<file path="config.mk">
export PLATFORM = sky130hd
export DESIGN_NAME = adc_serial_control_sequencer
export DESIGN_NICKNAME = d
export VERILOG_FILES = /design/src/rtl/adc_seq_pkg.sv /design/src/rtl/sync_edge.sv /design/src/rtl/adc_serial_control_sequencer.sv
export VERILOG_INCLUDE_DIRS = /design/src /design/src/rtl
export SDC_FILE = /design/constraint.sdc
export NUM_CORES = 1
export LEC_CHECK = 0
export BUFFER_PORTS_ARGS = -buffer_cell sky130_fd_sc_hd__clkbuf_2
export CELL_PAD_IN_SITES_DETAIL_PLACEMENT = 1
export CELL_PAD_IN_SITES_GLOBAL_PLACEMENT = 1
export CORE_UTILIZATION = 40
export CTS_CLUSTER_DIAMETER = 120
export DETAILED_ROUTE_END_ITERATION = 10
export PLACE_DENSITY_LB_ADDON = 0.3
export SLEW_MARGIN = 20
export SYNTH_ARGS = -nofsm -noshare
export SYNTH_HDL_FRONTEND = slang
export SYNTH_SLANG_ARGS = --single-unit
</file>
<file path="constraint.sdc">
create_clock -name clk -period 2.6 [get_ports clk]
set_clock_uncertainty 0.1 [all_clocks]
set_input_delay 0.52 -clock clk [delete_from_list [all_inputs] [get_ports clk]]
set_output_delay 0.52 -clock clk [all_outputs]
set_load 0.1 [all_outputs]
</file>
<file path="src/rtl/adc_seq_regs.svh">
// Purpose: named constants of the serial converter control block
// Assumes: 100 MHz system clock
// Notes: command codes, fixed self-test results, timing counts
`ifndef ADC_SEQ_REGS_SVH
`define ADC_SEQ_REGS_SVH

`define ADC_CLK_PERIOD_NS 10
`define ADC_FAST_CONV_NS 10000
`define ADC_SLOW_CONV_NS 40000
`define ADC_FAST_CYCLES ((`ADC_FAST_CONV_NS + `ADC_CLK_PERIOD_NS - 1) / `ADC_CLK_PERIOD_NS)
`define ADC_SLOW_CYCLES ((`ADC_SLOW_CONV_NS + `ADC_CLK_PERIOD_NS - 1) / `ADC_CLK_PERIOD_NS)

`define ADC_CMD_BITS 4
`define ADC_RES_BITS 10
`define ADC_FRAME_BITS 16
`define ADC_CMD_EDGES 5'h04
`define ADC_SAMPLE_EDGE 5'h04
`define ADC_LAST_EDGE 5'h0a
`define ADC_EDGE_SAT 5'h10

`define ADC_CMD_LAST_CHAN 4'h7
`define ADC_CMD_POWER_DOWN 4'h8
`define ADC_CMD_FAST 4'h9
`define ADC_CMD_SLOW 4'ha
`define ADC_CMD_TEST_MID 4'hb
`define ADC_CMD_TEST_LOW 4'hc
`define ADC_CMD_TEST_HIGH 4'hd

`define ADC_TEST_MID_VAL 10'h200
`define ADC_TEST_LOW_VAL 10'h000
`define ADC_TEST_HIGH_VAL 10'h3ff

`endif

</file>
<file path="src/rtl/adc_seq_pkg.sv">
// Purpose: shared types of the serial converter control block
// Assumes: nothing beyond the constants header
// Notes: one-hot conversion states
package adc_seq_pkg;
   typedef enum logic [1:0] {
      CONV_IDLE = 2'b01,
      CONV_RUN = 2'b10
   } conv_state_t;
endpackage

</file>
<file path="src/rtl/sync_edge.sv">
// Purpose: two-flop synchroniser with edge detection per bit
// Assumes: inputs asynchronous to clk
// Notes: edge detect reads only second and third stage
`timescale 1ns/1ns
`default_nettype none
module sync_edge #(
   parameter int W = 1
) (
   input wire logic clk,
   input wire logic rst,
   input wire logic [W-1:0] async,
   output logic [W-1:0] level,
   output logic [W-1:0] rise,
   output logic [W-1:0] fall
);
   genvar i;
   generate
      for (i = 0; i < W; i++) begin : g_bit
         logic s1_q;
         logic s2_q;
         logic s3_q;
         // first stage is read by the second stage only
         always_ff @(posedge clk) begin
            if (rst) begin
               s1_q <= 1'b1;
               s2_q <= 1'b1;
               s3_q <= 1'b1;
            end else begin
               s1_q <= async[i];
               s2_q <= s1_q;
               s3_q <= s2_q;
            end
         end
         assign level[i] = s2_q;
         assign rise[i] = s2_q & ~s3_q;
         assign fall[i] = ~s2_q & s3_q;
      end
   endgenerate
endmodule // sync_edge
`default_nettype wire

</file>
<file path="src/rtl/adc_serial_control_sequencer.sv">
// Purpose: serial control and conversion sequencing of a 10-bit converter
// Assumes: serial pins asynchronous, sampled by clk; analog code on same clock
// Notes: serial clock edges are found by oversampling, so it must be slow vs clk
`timescale 1ns/1ns
`default_nettype none
`include "adc_seq_regs.svh"

// Operation
// chip select fall resets counters and control, enables serial pins.
// chip select rise stops input capture and releases the output driver.
// trigger fall starts sampling; its rise holds and starts conversion.
// trigger works regardless of serial clock and chip select; low time sets sampling.
// processor mode captures 4 command bits MSB first on polarity-chosen edges.
// frame mode captures 4 command bits after frame fall on opposite edges.
// after four command bits the serial input is ignored until next frame.
// output floats with chip select high, drives previous result otherwise.
// processor mode: MSB at select fall, bits change on ten falling edges.
// frame mode: MSB after frame fall, bits change on ten rising edges.
// done goes low on tenth conversion edge and stays low while busy.
// done goes high when the conversion finishes.
// processor mode samples from fourth falling to tenth rising edge.
// frame mode samples from fourth rising to tenth falling edge.
// tenth conversion edge hands control to the internal state machine.
// host supplies 10 to 16 serial clocks per transfer.
// interface type latched from frame sync at chip select fall.
// latched interface type selects clock edges and state machine reset.
// processor hosts hold frame sync high.
// command selects channel or test voltage, rate or power-down.
// codes 0-7 channels, 8 power-down, 9 fast, A slow, E-F reserved.
// self-test codes B, C, D give 200h, 000h, 3FFh.
// frame mode supports 16 clocks, result padded with six zeros.
// chip select fall aborts an ongoing cycle; result register is kept.
// result register updates only when a conversion completes.
module adc_serial_control_sequencer
   import adc_seq_pkg::*;
#(
   parameter int RES_BITS = `ADC_RES_BITS,
   parameter int FRAME_BITS = `ADC_FRAME_BITS,
   parameter int FAST_CYCLES = `ADC_FAST_CYCLES,
   parameter int SLOW_CYCLES = `ADC_SLOW_CYCLES
) (
   input wire logic clk,
   input wire logic rst,
   input wire logic chipSelectN,
   input wire logic ioClk,
   input wire logic dataIn,
   input wire logic frameSync,
   input wire logic sampleTriggerN,
   input wire logic clockPolaritySel,
   input wire logic [RES_BITS-1:0] adcCode,
   output logic dataOut,
   output logic dataOutEn,
   output logic eoc,
   output logic sampleEn,
   output logic [3:0] muxSel,
   output logic powerDown,
   output logic slowRate
);

   // refuse shapes the shifter cannot serve
   generate
      if (RES_BITS != `ADC_RES_BITS || FRAME_BITS <= RES_BITS || FAST_CYCLES < 1 || SLOW_CYCLES < FAST_CYCLES)
      begin : g_bad_param
         $error("unsupported parameter set");
      end
   endgenerate

   // all pins cross into clk through two flops
   logic [5:0] pinLvl;
   logic [5:0] pinRise;
   logic [5:0] pinFall;
   sync_edge #(.W(6)) i_sync_edge (
      .clk(clk),
      .rst(rst),
      .async({clockPolaritySel, sampleTriggerN, frameSync, dataIn, ioClk, chipSelectN}),
      .level(pinLvl),
      .rise(pinRise),
      .fall(pinFall)
   );

   logic csFall, csRise, clkRise, clkFall, fsLvl, fsFall, dinLvl, trigFall, trigRise, polLvl;
   assign csFall = pinFall[0];
   assign csRise = pinRise[0];
   assign clkRise = pinRise[1];
   assign clkFall = pinFall[1];
   assign dinLvl = pinLvl[2];
   assign fsLvl = pinLvl[3];
   assign fsFall = pinFall[3];
   assign trigFall = pinFall[4];
   assign trigRise = pinRise[4];
   assign polLvl = pinLvl[5];

   logic ifMode_q;        // 1 processor, 0 frame mode
   logic active_q;        // chip select low, I/O enabled
   logic framed_q;        // counting edges of a frame
   logic [4:0] cmdCnt_q;
   logic [4:0] cnvCnt_q;
   logic [4:0] shCnt_q;
   logic [`ADC_CMD_BITS-1:0] cmdSh_q;
   logic [FRAME_BITS-1:0] outSh_q;
   logic [RES_BITS-1:0] result_q;
   logic extMode_q;
   logic [3:0] convCmd_q;
   logic [31:0] convCnt_q;
   conv_state_t state_q;
   logic eoc_q, sampleEn_q, powerDown_q, slowRate_q, dataOutEn_q;
   logic [3:0] muxSel_q;

   // interface type from frame sync; edge roles follow it
   logic cnvEdge, shEdge, capEdge, frameStart, frameReset, counting;
   assign cnvEdge = ifMode_q ? clkRise : clkFall;
   assign shEdge = ifMode_q ? clkFall : clkRise;
   // capture edge set by polarity and interface type
   assign capEdge = (ifMode_q ~^ polLvl) ? clkRise : clkFall;
   assign frameStart = active_q && !ifMode_q && fsFall;
   // frame mode restarts its state machine on clock fall with frame high
   assign frameReset = active_q && !ifMode_q && fsLvl && clkFall;
   assign counting = active_q && framed_q && !csRise;

   logic tenthEdge, fourthShEdge, cmdDone;
   // tenth conversion edge passes control to the converter
   assign tenthEdge = counting && cnvEdge && cnvCnt_q == `ADC_LAST_EDGE - 5'h01;
   assign fourthShEdge = counting && shEdge && shCnt_q == `ADC_SAMPLE_EDGE - 5'h01;
   assign cmdDone = counting && capEdge && cmdCnt_q == `ADC_CMD_EDGES - 5'h01;

   // chip select opens and closes the serial port
   always_ff @(posedge clk) begin
      if (rst) begin
         active_q <= 1'b0;
         ifMode_q <= 1'b1;
      end else if (csFall) begin
         active_q <= 1'b1;
         // latch the interface type
         ifMode_q <= fsLvl;
      end else if (csRise) begin
         active_q <= 1'b0;
      end
   end

   // frame framing: processor frames open at select fall, frame mode at sync fall
   always_ff @(posedge clk) begin
      if (rst) begin
         framed_q <= 1'b0;
      end else if (csFall) begin
         framed_q <= fsLvl;
      end else if (csRise || frameReset) begin
         framed_q <= 1'b0;
      end else if (frameStart) begin
         framed_q <= 1'b1;
      end
   end

   // edge counters cleared at every frame start
   always_ff @(posedge clk) begin
      if (rst || csFall || frameStart || frameReset) begin
         cmdCnt_q <= 5'h00;
         cnvCnt_q <= 5'h00;
         shCnt_q <= 5'h00;
      end else if (counting) begin
         // command counter saturates after four bits
         if (capEdge && cmdCnt_q != `ADC_CMD_EDGES) begin
            cmdCnt_q <= cmdCnt_q + 5'h01;
         end
         if (cnvEdge && cnvCnt_q != `ADC_EDGE_SAT) begin
            cnvCnt_q <= cnvCnt_q + 5'h01;
         end
         if (shEdge && shCnt_q != `ADC_EDGE_SAT) begin
            shCnt_q <= shCnt_q + 5'h01;
         end
      end
   end

   // command shift register, MSB first
   always_ff @(posedge clk) begin
      if (rst) begin
         cmdSh_q <= '0;
      end else if (counting && capEdge && cmdCnt_q != `ADC_CMD_EDGES) begin
         // input ignored once four bits are in
         cmdSh_q <= {cmdSh_q[`ADC_CMD_BITS-2:0], dinLvl};
      end
   end

   // command decode on the fourth captured bit
   logic [3:0] newCmd;
   assign newCmd = {cmdSh_q[`ADC_CMD_BITS-2:0], dinLvl};
   always_ff @(posedge clk) begin
      if (rst) begin
         muxSel_q <= 4'h0;
         powerDown_q <= 1'b0;
         slowRate_q <= 1'b0;
      end else begin
         if (cmdDone) begin
            if (newCmd <= `ADC_CMD_LAST_CHAN || newCmd == `ADC_CMD_TEST_MID ||
                newCmd == `ADC_CMD_TEST_LOW || newCmd == `ADC_CMD_TEST_HIGH) begin
               muxSel_q <= newCmd;
            end
            // rate codes
            if (newCmd == `ADC_CMD_FAST) begin
               slowRate_q <= 1'b0;
            end else if (newCmd == `ADC_CMD_SLOW) begin
               slowRate_q <= 1'b1;
            end
         end
         // power-down is left by any access, entered by its code
         if (cmdDone && newCmd == `ADC_CMD_POWER_DOWN) begin
            powerDown_q <= 1'b1;
         end else if (csFall) begin
            powerDown_q <= 1'b0;
         end
      end
   end

   // output driver enable follows chip select
   always_ff @(posedge clk) begin
      if (rst || csRise) begin
         dataOutEn_q <= 1'b0;
      end else if (csFall) begin
         dataOutEn_q <= 1'b1;
      end
   end

   // result shifter, MSB first, zero padded to frame length
   always_ff @(posedge clk) begin
      if (rst) begin
         outSh_q <= '0;
      end else if (csFall || frameStart) begin
         // previous result presented at frame start
         outSh_q <= {result_q, {(FRAME_BITS-RES_BITS){1'b0}}};
      end else if (counting && shEdge && shCnt_q < `ADC_LAST_EDGE) begin
         // ten shifts; afterwards only padding zeros remain
         outSh_q <= {outSh_q[FRAME_BITS-2:0], 1'b0};
      end
   end

   // extended sampling owns the sampler while the trigger is used
   always_ff @(posedge clk) begin
      if (rst) begin
         extMode_q <= 1'b0;
      end else if (trigFall) begin
         extMode_q <= 1'b1;
      end else if (csFall) begin
         extMode_q <= 1'b0;
      end
   end

   // sampling window: serial edges or trigger low time
   always_ff @(posedge clk) begin
      if (rst) begin
         sampleEn_q <= 1'b0;
      end else if (trigFall) begin
         // trigger fall starts sampling; it wins over a select fall
         sampleEn_q <= 1'b1;
      end else if (trigRise || csFall) begin
         // trigger rise holds the sample; select fall ends it too
         sampleEn_q <= 1'b0;
      end else if (!extMode_q && fourthShEdge) begin
         // normal sampling from fourth edge
         sampleEn_q <= 1'b1;
      end else if (!extMode_q && tenthEdge) begin
         sampleEn_q <= 1'b0;
      end
   end

   // conversion start from either source
   logic convStart;
   assign convStart = trigRise || (!extMode_q && tenthEdge);

   // conversion state machine; select fall aborts it
   always_ff @(posedge clk) begin
      if (rst) begin
         state_q <= CONV_IDLE;
         convCnt_q <= '0;
         convCmd_q <= 4'h0;
      end else if (csFall && !trigRise) begin
         // abort, result register untouched
         state_q <= CONV_IDLE;
      end else if (convStart) begin
         state_q <= CONV_RUN;
         convCnt_q <= '0;
         convCmd_q <= cmdDone ? newCmd : (cmdCnt_q == `ADC_CMD_EDGES ? cmdSh_q : muxSel_q);
      end else begin
         unique case (state_q)
            CONV_IDLE: convCnt_q <= '0;
            CONV_RUN: begin
               if (convCnt_q == 32'(slowRate_q ? SLOW_CYCLES - 1 : FAST_CYCLES - 1)) begin
                  state_q <= CONV_IDLE;
               end else begin
                  convCnt_q <= convCnt_q + 32'd1;
               end
            end
            default: state_q <= CONV_IDLE;
         endcase
      end
   end

   logic convEnd;
   assign convEnd = state_q == CONV_RUN && !convStart && !csFall &&
                    convCnt_q == 32'(slowRate_q ? SLOW_CYCLES - 1 : FAST_CYCLES - 1);

   // result written only at completion; test codes give fixed values
   always_ff @(posedge clk) begin
      if (rst) begin
         result_q <= '0;
      end else if (convEnd) begin
         unique case (convCmd_q)
            `ADC_CMD_TEST_MID: result_q <= `ADC_TEST_MID_VAL;
            `ADC_CMD_TEST_LOW: result_q <= `ADC_TEST_LOW_VAL;
            `ADC_CMD_TEST_HIGH: result_q <= `ADC_TEST_HIGH_VAL;
            default: begin
               // power-down, rate and reserved codes give no result
               if (convCmd_q <= `ADC_CMD_LAST_CHAN) begin
                  result_q <= adcCode;
               end
            end
         endcase
      end
   end

   // done low while busy, high when the result is ready
   always_ff @(posedge clk) begin
      if (rst) begin
         eoc_q <= 1'b1;
      end else if (convStart) begin
         eoc_q <= 1'b0;
      end else if (convEnd || csFall) begin
         eoc_q <= 1'b1;
      end
   end

   assign dataOut = outSh_q[FRAME_BITS-1];
   assign dataOutEn = dataOutEn_q;
   assign eoc = eoc_q;
   assign sampleEn = sampleEn_q;
   assign muxSel = muxSel_q;
   assign powerDown = powerDown_q;
   assign slowRate = slowRate_q;

endmodule // adc_serial_control_sequencer
`default_nettype wire

</file>
## Word-level counts from Yosys, hierarchy flattened

Index checks and enable logic that the tools add are counted.

- Output and inout port bits: 10
- Word-level logic and storage cells: 174
- Register bits after elaboration: 106
- Bits of input ports: 18

- Multiplexer cells: 32
- Reductions and logical operators: 62
- Order comparisons: 3
- Bitwise gates (word level): 16
- Add/subtract/negate cells: 4
- Eq/ne operators: 22

Operators with widths:

| kind | count |
|---|---|
| 2-to-1 mux 32 bit | 2 |
| case mux 32 bit (2 select lines) | 1 |
| == test 4 bit, second input constant | 9 |
| adder 32 x 1 -> 32 bit, second input constant | 1 |
| == test 32 x 12 -> 1 bit | 1 |
| 2-to-1 mux 16 bit | 2 |
| case mux 10 bit (3 select lines) | 1 |
| logical AND 1 bit | 24 |
| 2-to-1 mux 1 bit | 19 |
| AND reduction 2 bit | 8 |
| adder 5 x 1 -> 5 bit, second input constant | 3 |
| logical OR 1 bit | 12 |
| 2-to-1 mux 12 bit | 1 |
| nonzero test 2 bit | 6 |
| == test 5 x 2 -> 1 bit, second input constant | 2 |
| 2-to-1 mux 10 bit | 1 |
| inequality test 5 bit, second input constant | 2 |
| <= comparator 4 x 3 -> 1 bit, second input constant | 2 |
| 2-to-1 mux 4 bit | 2 |
| inverter 1 bit | 8 |
| nonzero test 4 bit | 2 |
| AND 1 bit | 7 |
| zero test 1 bit | 6 |
| inequality test 3 bit, second input constant | 2 |
| 13 further kinds | 15 |

## Logic depth before layout (Yosys ltp)

Gate-level depths: netlist (run 1).

- Depth after elaboration: 15
- Depth in mapped cells: 10

## Cells and area by module

A second synthesis (run 1) with hierarchy kept.

- Cells, all modules: 592
- Area total of the unflattened synthesis: 5133.7 um^2

Modules (own cells, without submodules):

| module | cells each | times used | area an instance (um^2) |
|---|---|---|---|
| adc_serial_control_sequencer | 537 | 1 | 4529.3 |
| sync_edge | 55 | 1 | 604.3 |

## Worst setup path before layout (run 1)

Ideal clock, no wire load.

- Path type: register to register
- Start point: register slowRate_q (netlist: slowRate)
- End point: register convCnt_q[5]
- Path slack: 0.031 ns
- Library setup time: 0.079 ns
- Arrival time: 2.390 ns
- Required time: 2.421 ns
- Cell stages (with the launch flop): 7
- Cell sequence: dfxtp_1 -> or4_1 -> o22a_1 -> nor4_4 -> or4_1 -> or4_1 -> o211ai_1

- Longest elaborated chain between the ends: 4

RTL lines:

| what | line | text |
|---|---|---|
| start, declared | adc_serial_control_sequencer.sv:106 | `logic eoc_q, sampleEn_q, powerDown_q, slowRate_q, dataOutEn_q;` |
| start signal, assigned | adc_serial_control_sequencer.sv:190 | `slowRate_q <= 1'b0;` |
| start signal, assigned | adc_serial_control_sequencer.sv:199 | `slowRate_q <= 1'b0;` |
| start signal, assigned | adc_serial_control_sequencer.sv:201 | `slowRate_q <= 1'b1;` |
| 2-to-1 mux 12 bit | adc_serial_control_sequencer.sv:285 | `if (convCnt_q == 32'(slowRate_q ? SLOW_CYCLES - 1 : FAST_CYCLES - 1)) begin` |
| == test 32 x 12 -> 1 bit | adc_serial_control_sequencer.sv:285 |  |
| inequality test 3 bit (no source line) | -- |  |
| AND reduction 3 bit (no source line) | -- |  |
| end signal, assigned | adc_serial_control_sequencer.sv:288 | `convCnt_q <= convCnt_q + 32'd1;` |
| end, declared | adc_serial_control_sequencer.sv:104 | `logic [31:0] convCnt_q;` |

Every way passes these cells.
A chain may end at the register's enable or synchronous reset.

## Final worst setup path (run 1)

- Start point: register i_sync_edge.g_bit[0].s3_q
- End point: register convCnt_q[15]

- Longest elaborated chain between the ends: 10
- Elaborated cells between the ends (all ways): 15

RTL lines:

| what | line | text |
|---|---|---|
| start, declared | sync_edge.sv:21 | `logic s3_q;` |
| start signal, assigned | sync_edge.sv:31 | `s3_q <= s2_q;` |
| inverter 1 bit | sync_edge.sv:35 | `assign rise[i] = s2_q & ~s3_q;` |
| AND 1 bit | sync_edge.sv:35 |  |
| zero test 1 bit | adc_serial_control_sequencer.sv:118 | `assign counting = active_q && framed_q && !csRise;` |
| logical AND 1 bit | adc_serial_control_sequencer.sv:118 |  |
| logical AND 1 bit (2 in a row) | adc_serial_control_sequencer.sv:122 | `` assign tenthEdge = counting && cnvEdge && cnvCnt_q == `ADC_LAST_EDGE - 5'h01; `` |
| logical AND 1 bit | adc_serial_control_sequencer.sv:266 | `assign convStart = trigRise \|\| (!extMode_q && tenthEdge);` |
| logical OR 1 bit | adc_serial_control_sequencer.sv:266 |  |
| inequality test 3 bit (no source line) or nonzero test 3 bit (tied branches) | -- |  |
| AND reduction 3 bit (no source line) | -- |  |

Several ways; a longest one is shown, not always the timed one.

==> results of run 1 <==
-- sequential cells by signal, summed over array words and instances (netlist names), 2 cells and up --
| register | cells |
|---|---|
| outSh_q | 10 |
| cmdCnt_q | 5 |
| result_q | 10 |
| state_q | 2 |
| muxSel | 4 |
| cmdSh_q | 4 |
| i_sync_edge.g_bit.s2_q | 6 |
| convCnt_q | 32 |
| convCmd_q | 4 |
| i_sync_edge.g_bit.s3_q | 4 |
| i_sync_edge.g_bit.s1_q | 6 |
| shCnt_q | 5 |
| cnvCnt_q | 5 |
-- metrics by stage --
step | hold slack (ns) | total power [uW]
2_1_floorplan | 0.289 | 1800
6_report | 0.250 | 3190
4_1_cts | 0.236 | 3230
3_3_place_gp | 0.293 | 1850
3_5_place_dp | 0.302 | 1850
5_1_grt | 0.232 | 3310
-- final timing paths --
check	to	slack [ns]	cells past startpoint
hold / removal	i_sync_edge.g_bit[2].s1_q	0.25	2
setup / recovery	convCnt_q[15]	0.20	9
setup reg to reg	convCnt_q[15]	0.20	9
hold reg to reg	i_sync_edge.g_bit[3].s2_q	0.31	1
-- layout by cell type (no fill, tap or decap), drive strengths merged, types with 8 or more instances in the layout --
master,n
nor4,12
o21ai,14
nand2b,8
nor2,87
inv,23
dfxtp,106
a21oi,20
nand4,18
ha,10
nand2,49
or2,18
buf,15
nand3,14
nor3,9
xnor2,24
clkbuf,38
a211oi,21
mux2i,36
-- cell type report --
class / count / share of cell area (%)
Clock inverter: 4 / 0.900
Timing Repair Buffer: 42 / 4.34
Tap cell: 168 / 3.69
Inverter: 22 / 1.45
Multi-Input combinational cell: 426 / 48.2
Sequential cell: 106 / 37.2
Clock buffer: 11 / 4.26
-- what timing repair did --
action / 4_1_cts / 5_1_grt
gates resized for setup: 0 / 2
endpoints found under the setup margin: 0 / 3
hold buffers: 0 / 0
-- worst reg2reg max path, delay by kind of cell (launching register included) --
kind | cells | cell delay, ns
simple gates | 2 | 0.44
buf+inv | 2 | 0.26
fa+ha+maj | 1 | 0.23
flops | 1 | 0.33
compound gates | 4 | 0.94
-- metal layers --
| metal | up-vias | wire (um) |
|---|---|---|
| li1 | 2078 | - |
| met1 | 2079 | 5940 |
| met2 | 41 | 6080 |
| met3 | 18 | 356 |
| met4 | 0 | 238 |
| met5 | - | 0 |
-- where the power goes --
part | switching (uW) | internal, uW
logic | 96.9 | 52.8
registers | 16.0 | 1650
clock network | 604 | 770
total | 716 | 2470
-- kinds of logic (layout without fill, tap and decap cells) --
logic type / Yosys count / after routing
adder cells (fa/ha/maj): 10 / 10
flip-flops: 106 / 106
AND/OR/NAND/NOR: 254 / 254
XOR/XNOR: 31 / 31
multiplexers: 41 / 41
AO/OA/AOI/OAI: 90 / 90
buffers and inverters: 46 / 79
==> results_dict.tcl, run 1 <==
set metrics [dict create \
    status "finished, final reports clean" \
    top_usage_layer "met2" \
    utilization_pct 46.9 \
    met3_usage_pct 5.66 \
    grt_util_all_layers_pct 21.2 \
    use_met1_pct 26.4 \
    vias 4216 \
    p_per_area_mw_per_mm2 559 \
    diodes 0 \
    yosysWarnings 0 \
    overflow 0 \
    worst_slew_pin_slew_ns 0.560 \
    synth-adder-area-share_pct 2.48 \
    worstPathMaxFanout 9 \
    cp-start-kind "flip-flop" \
    vias_per_cell 5.41 \
    synth.most_common_cell "dfxtp_1" \
    max_cap_violations 0 \
    yosysSeqAreaShare_pct 42.0 \
    cts_tree "done" \
    fin_ws_ns 0.202 \
    place_ws_ns 0.195 \
    setup_tns_ns 0 \
    vdd_drop_max_mv 0.370 \
    placed_area_mm2 0.00541 \
    regArea_mm2 0.00212 \
    synth_flop_cell "dfxtp_1" \
    cp.buffers_inverters 2 \
    synth.area.mux_share_pct 8.25 \
    hold_viol 0 \
    r2r-start "i_sync_edge.g_bit[0].s3_q" \
    clkSinkCount 106 \
    cts_buffers 9 \
    cts_max_level 3 \
    hold_class "in -> reg" \
    synth_simple_gate_area_share_pct 26.0 \
    yosys.area.top_type "dfxtp_1" \
    area_growth_pct 12.9 \
    synth_top_family_by_area "simple AND/OR/NAND/NOR gates" \
    criticalPathCategory "reg -> reg" \
    ios 28 \
    final.min_clock_period_ns 2.40 \
    grt_first_pass_wirelength_um 21500 \
    path_clk_slew_ns 0.07 \
    multi_input_area_mm2 0.00275 \
    end_kind "flip-flop" \
    ys_top_cells_by_count "dfxtp_1 (106), nor2_1 (86), nand2_1 (49)" \
    yosysTopAreaCellShare_pct 42.0 \
    setup_viol 0 \
    rows 40 \
    core_mm2 0.0122 \
    layout-drive-gt1-share_pct 14.4 \
    post_cts_buffers 0 \
    numPlacedInstances 764 \
    fin_area_mm2 0.00570 \
    fp.dieArea_mm2 0.0131 \
    ys_ff_latch 106 \
    grt_antenna_before_repair 0 \
    drcViolationCount 0 \
    drtPass1Iterations 4 \
    grt_max_degree 35 \
    cts-root-buf "clkbuf_16" \
    crit_family "compound AO/OA/AOI/OAI gates" \
    synthCells 578 \
    worstHoldStart "dataIn" \
    fin_nets 635 \
    synth_area_mm2 0.00505 \
    start_util_pct 41.5 \
    async_reset_ff_share_pct 0 \
    ant_nets 0 \
    fill_cells 1456 \
    slew_viol_final 0 \
    grt_pass1_vias 4389 \
    cpMaxStageDelayCell "dfxtp_1" \
    period_share_pct 92.2 \
    drtIter0Drc 186 \
    crit_chain "inv_1 > ha_1 > and3b_1 > o2111a_1 > nor2_1 > buf_4 > a211oi_2 > a311oi_1 > a41o_1" \
    synth_edf_count 0 \
    leakagePower_uw 0.00212 \
    die_w_um 114 \
    synth_compound_area_share_pct 12.2 \
    avgSynthCellArea_um2 8.74 \
    io_buffers 27 \
    synth.distinct_cells 60 \
    fp.dieH_um 114 \
    crit_required_ns 2.75 \
    use_met2_pct 35.2 \
    cp.arrival_ns 2.54 \
    routedWlPerCell_um 16.2 \
    synth_xor_area_share_pct 5.38 \
    max_freq_ghz 0.417 \
    critical-path-max-stage-delay_ns 0.33 \
    finalWirelength_um 12600 \
    synth.net_count 606 \
    max_slew_margin_pct 62.4 \
    rsz0062_at_grt "no" \
    setup.worst_path.start "i_sync_edge.g_bit[0].s3_q" \
    gp_congestion 0.834 \
    clockBufferDepth 2 \
    clk_latency_ns 0.35 \
    dp_hpwl_um 9270 \
    synthTopCellsByArea "dfxtp_1 (42%), mux2i_1 (7.1%), nor2_1 (6.4%)" \
    final_cells 779 \
]
(Power assumes the default switching activity.)
==> inputs of run 2 (changes only) <==
CTS_BUF_LIST = sky130_fd_sc_hd__clkbuf_16   (was not set)
==> run 2 against run 1 <==
Die area is the same. Non-clock buffer count unchanged. Critical path type unchanged. Clock-buffer cell count is 2 lower. Global-route usage fell by 0.066 points. Clock power about the same. Via count about the same. Sequential power about the same. Sequential share of layout area rose by 0.065 points. Critical endpoint unchanged. Largest cell class unchanged. Utilization fell by 0.082 points.
==> results_dict.tcl, run 2 (synthesized netlist as in run 1, its figures left out) <==
set metrics [dict create \
    status "finished, final reports clean" \
    finalWirelength_um 12600 \
    overflow 0 \
    combPwrFrac_pct 4.8 \
    setup_viol 0 \
    end_kind "flip-flop" \
    internal_power_uw 2440 \
    crit_chain "inv_1 > ha_1 > and3b_1 > o2111a_1 > nor2_1 > buf_4 > a211oi_2 > a311oi_1 > a41o_1" \
    io_buffers 27 \
    cts_buffers 9 \
    hold_class "in -> reg" \
    clockBufferDepth 2 \
    grt_max_degree 35 \
    cp-start-kind "flip-flop" \
    period_share_pct 92.0 \
    rsz0062_at_grt "no" \
    drtIter0Drc 185 \
    holdBufCountCts 0 \
    fp.dieH_um 114 \
    max_freq_ghz 0.418 \
    p_seq_share_pct 52.8 \
    gp_congestion 0.834 \
    layout_common_cells "dfxtp_1 (106), nor2_1 (86), nand2_1 (49), mux2i_1 (36), clkbuf_2 (27)" \
    grt_util_all_layers_pct 21.1 \
    p_switching_uw 715 \
    critical-path-max-stage-delay_ns 0.33 \
    diodes 0 \
    crit_family "compound AO/OA/AOI/OAI gates" \
    netSwitchingFraction_pct 22.7 \
    cts_tree "done" \
    final.min_clock_period_ns 2.39 \
    slew_viol_final 0 \
    layout-drive-gt1-share_pct 14.2 \
    routedWlPerCell_um 16.1 \
    dp_hpwl_um 9270 \
    largest_reg_flops 32 \
    criticalPathCategory "reg -> reg" \
    cpMaxStageDelayCell "dfxtp_1" \
    vdd_drop_max_mv 0.371 \
    max_cap_violations 0 \
    crit_required_ns 2.75 \
    p_per_area_mw_per_mm2 553 \
    p_clk_share_pct 42.5 \
    ios 28 \
    path_clk_slew_ns 0.07 \
    hold_viol 0 \
    post_cts_buffers 0 \
    post_cts_resized 0 \
    fp.dieArea_mm2 0.0131 \
    grt_pass1_vias 4376 \
    vias 4214 \
    die_w_um 114 \
    core_mm2 0.0122 \
    fin_nets 635 \
    start_util_pct 41.5 \
    reg_top3 "convCnt_q (32), outSh_q (10), result_q (10)" \
    clkSinkCount 106 \
    drcViolationCount 0 \
    setup_tns_ns 0 \
    fin_area_mm2 0.00569 \
    max_slew_margin_pct 62.4 \
    placed_area_mm2 0.00541 \
    rows 40 \
    top_register "convCnt_q" \
    worst_slew_pin_slew_ns 0.561 \
    clk_latency_ns 0.35 \
    worstPathMaxFanout 9 \
    cts-root-buf "clkbuf_16" \
    cp.arrival_ns 2.54 \
    area_growth_pct 12.7 \
    vias_per_cell 5.41 \
    final_common_cell "dfxtp_1" \
    drtPass1Iterations 4 \
    grt_first_pass_wirelength_um 21400 \
    leakagePower_uw 0.00212 \
    cp.buffers_inverters 2 \
    cts_max_level 3 \
    ant_nets 0 \
    grt_antenna_before_repair 0 \
]
[run 2: cell types whose count changed in the layout (fill, tap and decap cells not counted), sizes merged]
cell	delta
clkinv	+1
inv	+1
clkbuf	-2
[run 2: final cells by class]
| type | instances | area, um^2 |
|---|---|---|
| multi-input cells | 426 | 2750 |
| flip-flops and latches | 106 | 2120 |
| well taps | 168 | 210 |
| fillers | 1453 | 6470 |
| repair buffers | 42 | 248 |
| clock inverters | 6 | 58.8 |
| inverters | 22 | 82.6 |
| clock buffers | 9 | 225 |
[run 2: power by group through the flow]
stage | Sequential, uW | Combinational (uW) | Clock (uW)
global route | 1660 | 165 | 1450
detailed placement | 1700 | 151 | 0
floorplan | 1710 | 88.5 | 0
finish | 1660 | 150 | 1340
global placement | 1700 | 147 | 0
CTS | 1660 | 151 | 1390
[run 2: stage by stage]
step           setup slack (ns)  total power, uW  hold WS [ns]  std cells  utilization, %
5_1_grt                 0.00695             3280         0.232        779            46.8
4_1_cts                   0.197             3200         0.236        779            46.8
2_1_floorplan            0.0308             1800         0.289        578               -
3_3_place_gp              0.282             1850         0.293        764            44.5
6_report                  0.207             3150         0.249        779            46.8
3_5_place_dp              0.195             1850         0.302        764            44.5
[run 2: metal layers]
layer | GRT usage [%] | vias to the layer above | routed length, um
li1 | - | 2078 | -
met1 | 26.4 | 2071 | 5840
met2 | 35.0 | 47 | 6040
met3 | 5.66 | 18 | 426
met4 | 7.53 | 0 | 242
met5 | 0 | - | 0
[run 2: path summary, 6_finish.rpt]
kind,startpoint,end,slack (ns),cells past startpoint
worst max-delay path,i_sync_edge.g_bit[0].s3_q,convCnt_q[15],0.21,9
worst min-delay path,dataIn,i_sync_edge.g_bit[2].s1_q,0.25,2
worst max register to register,i_sync_edge.g_bit[0].s3_q,convCnt_q[15],0.21,9
worst min register to register,i_sync_edge.g_bit[3].s1_q,i_sync_edge.g_bit[3].s2_q,0.31,1
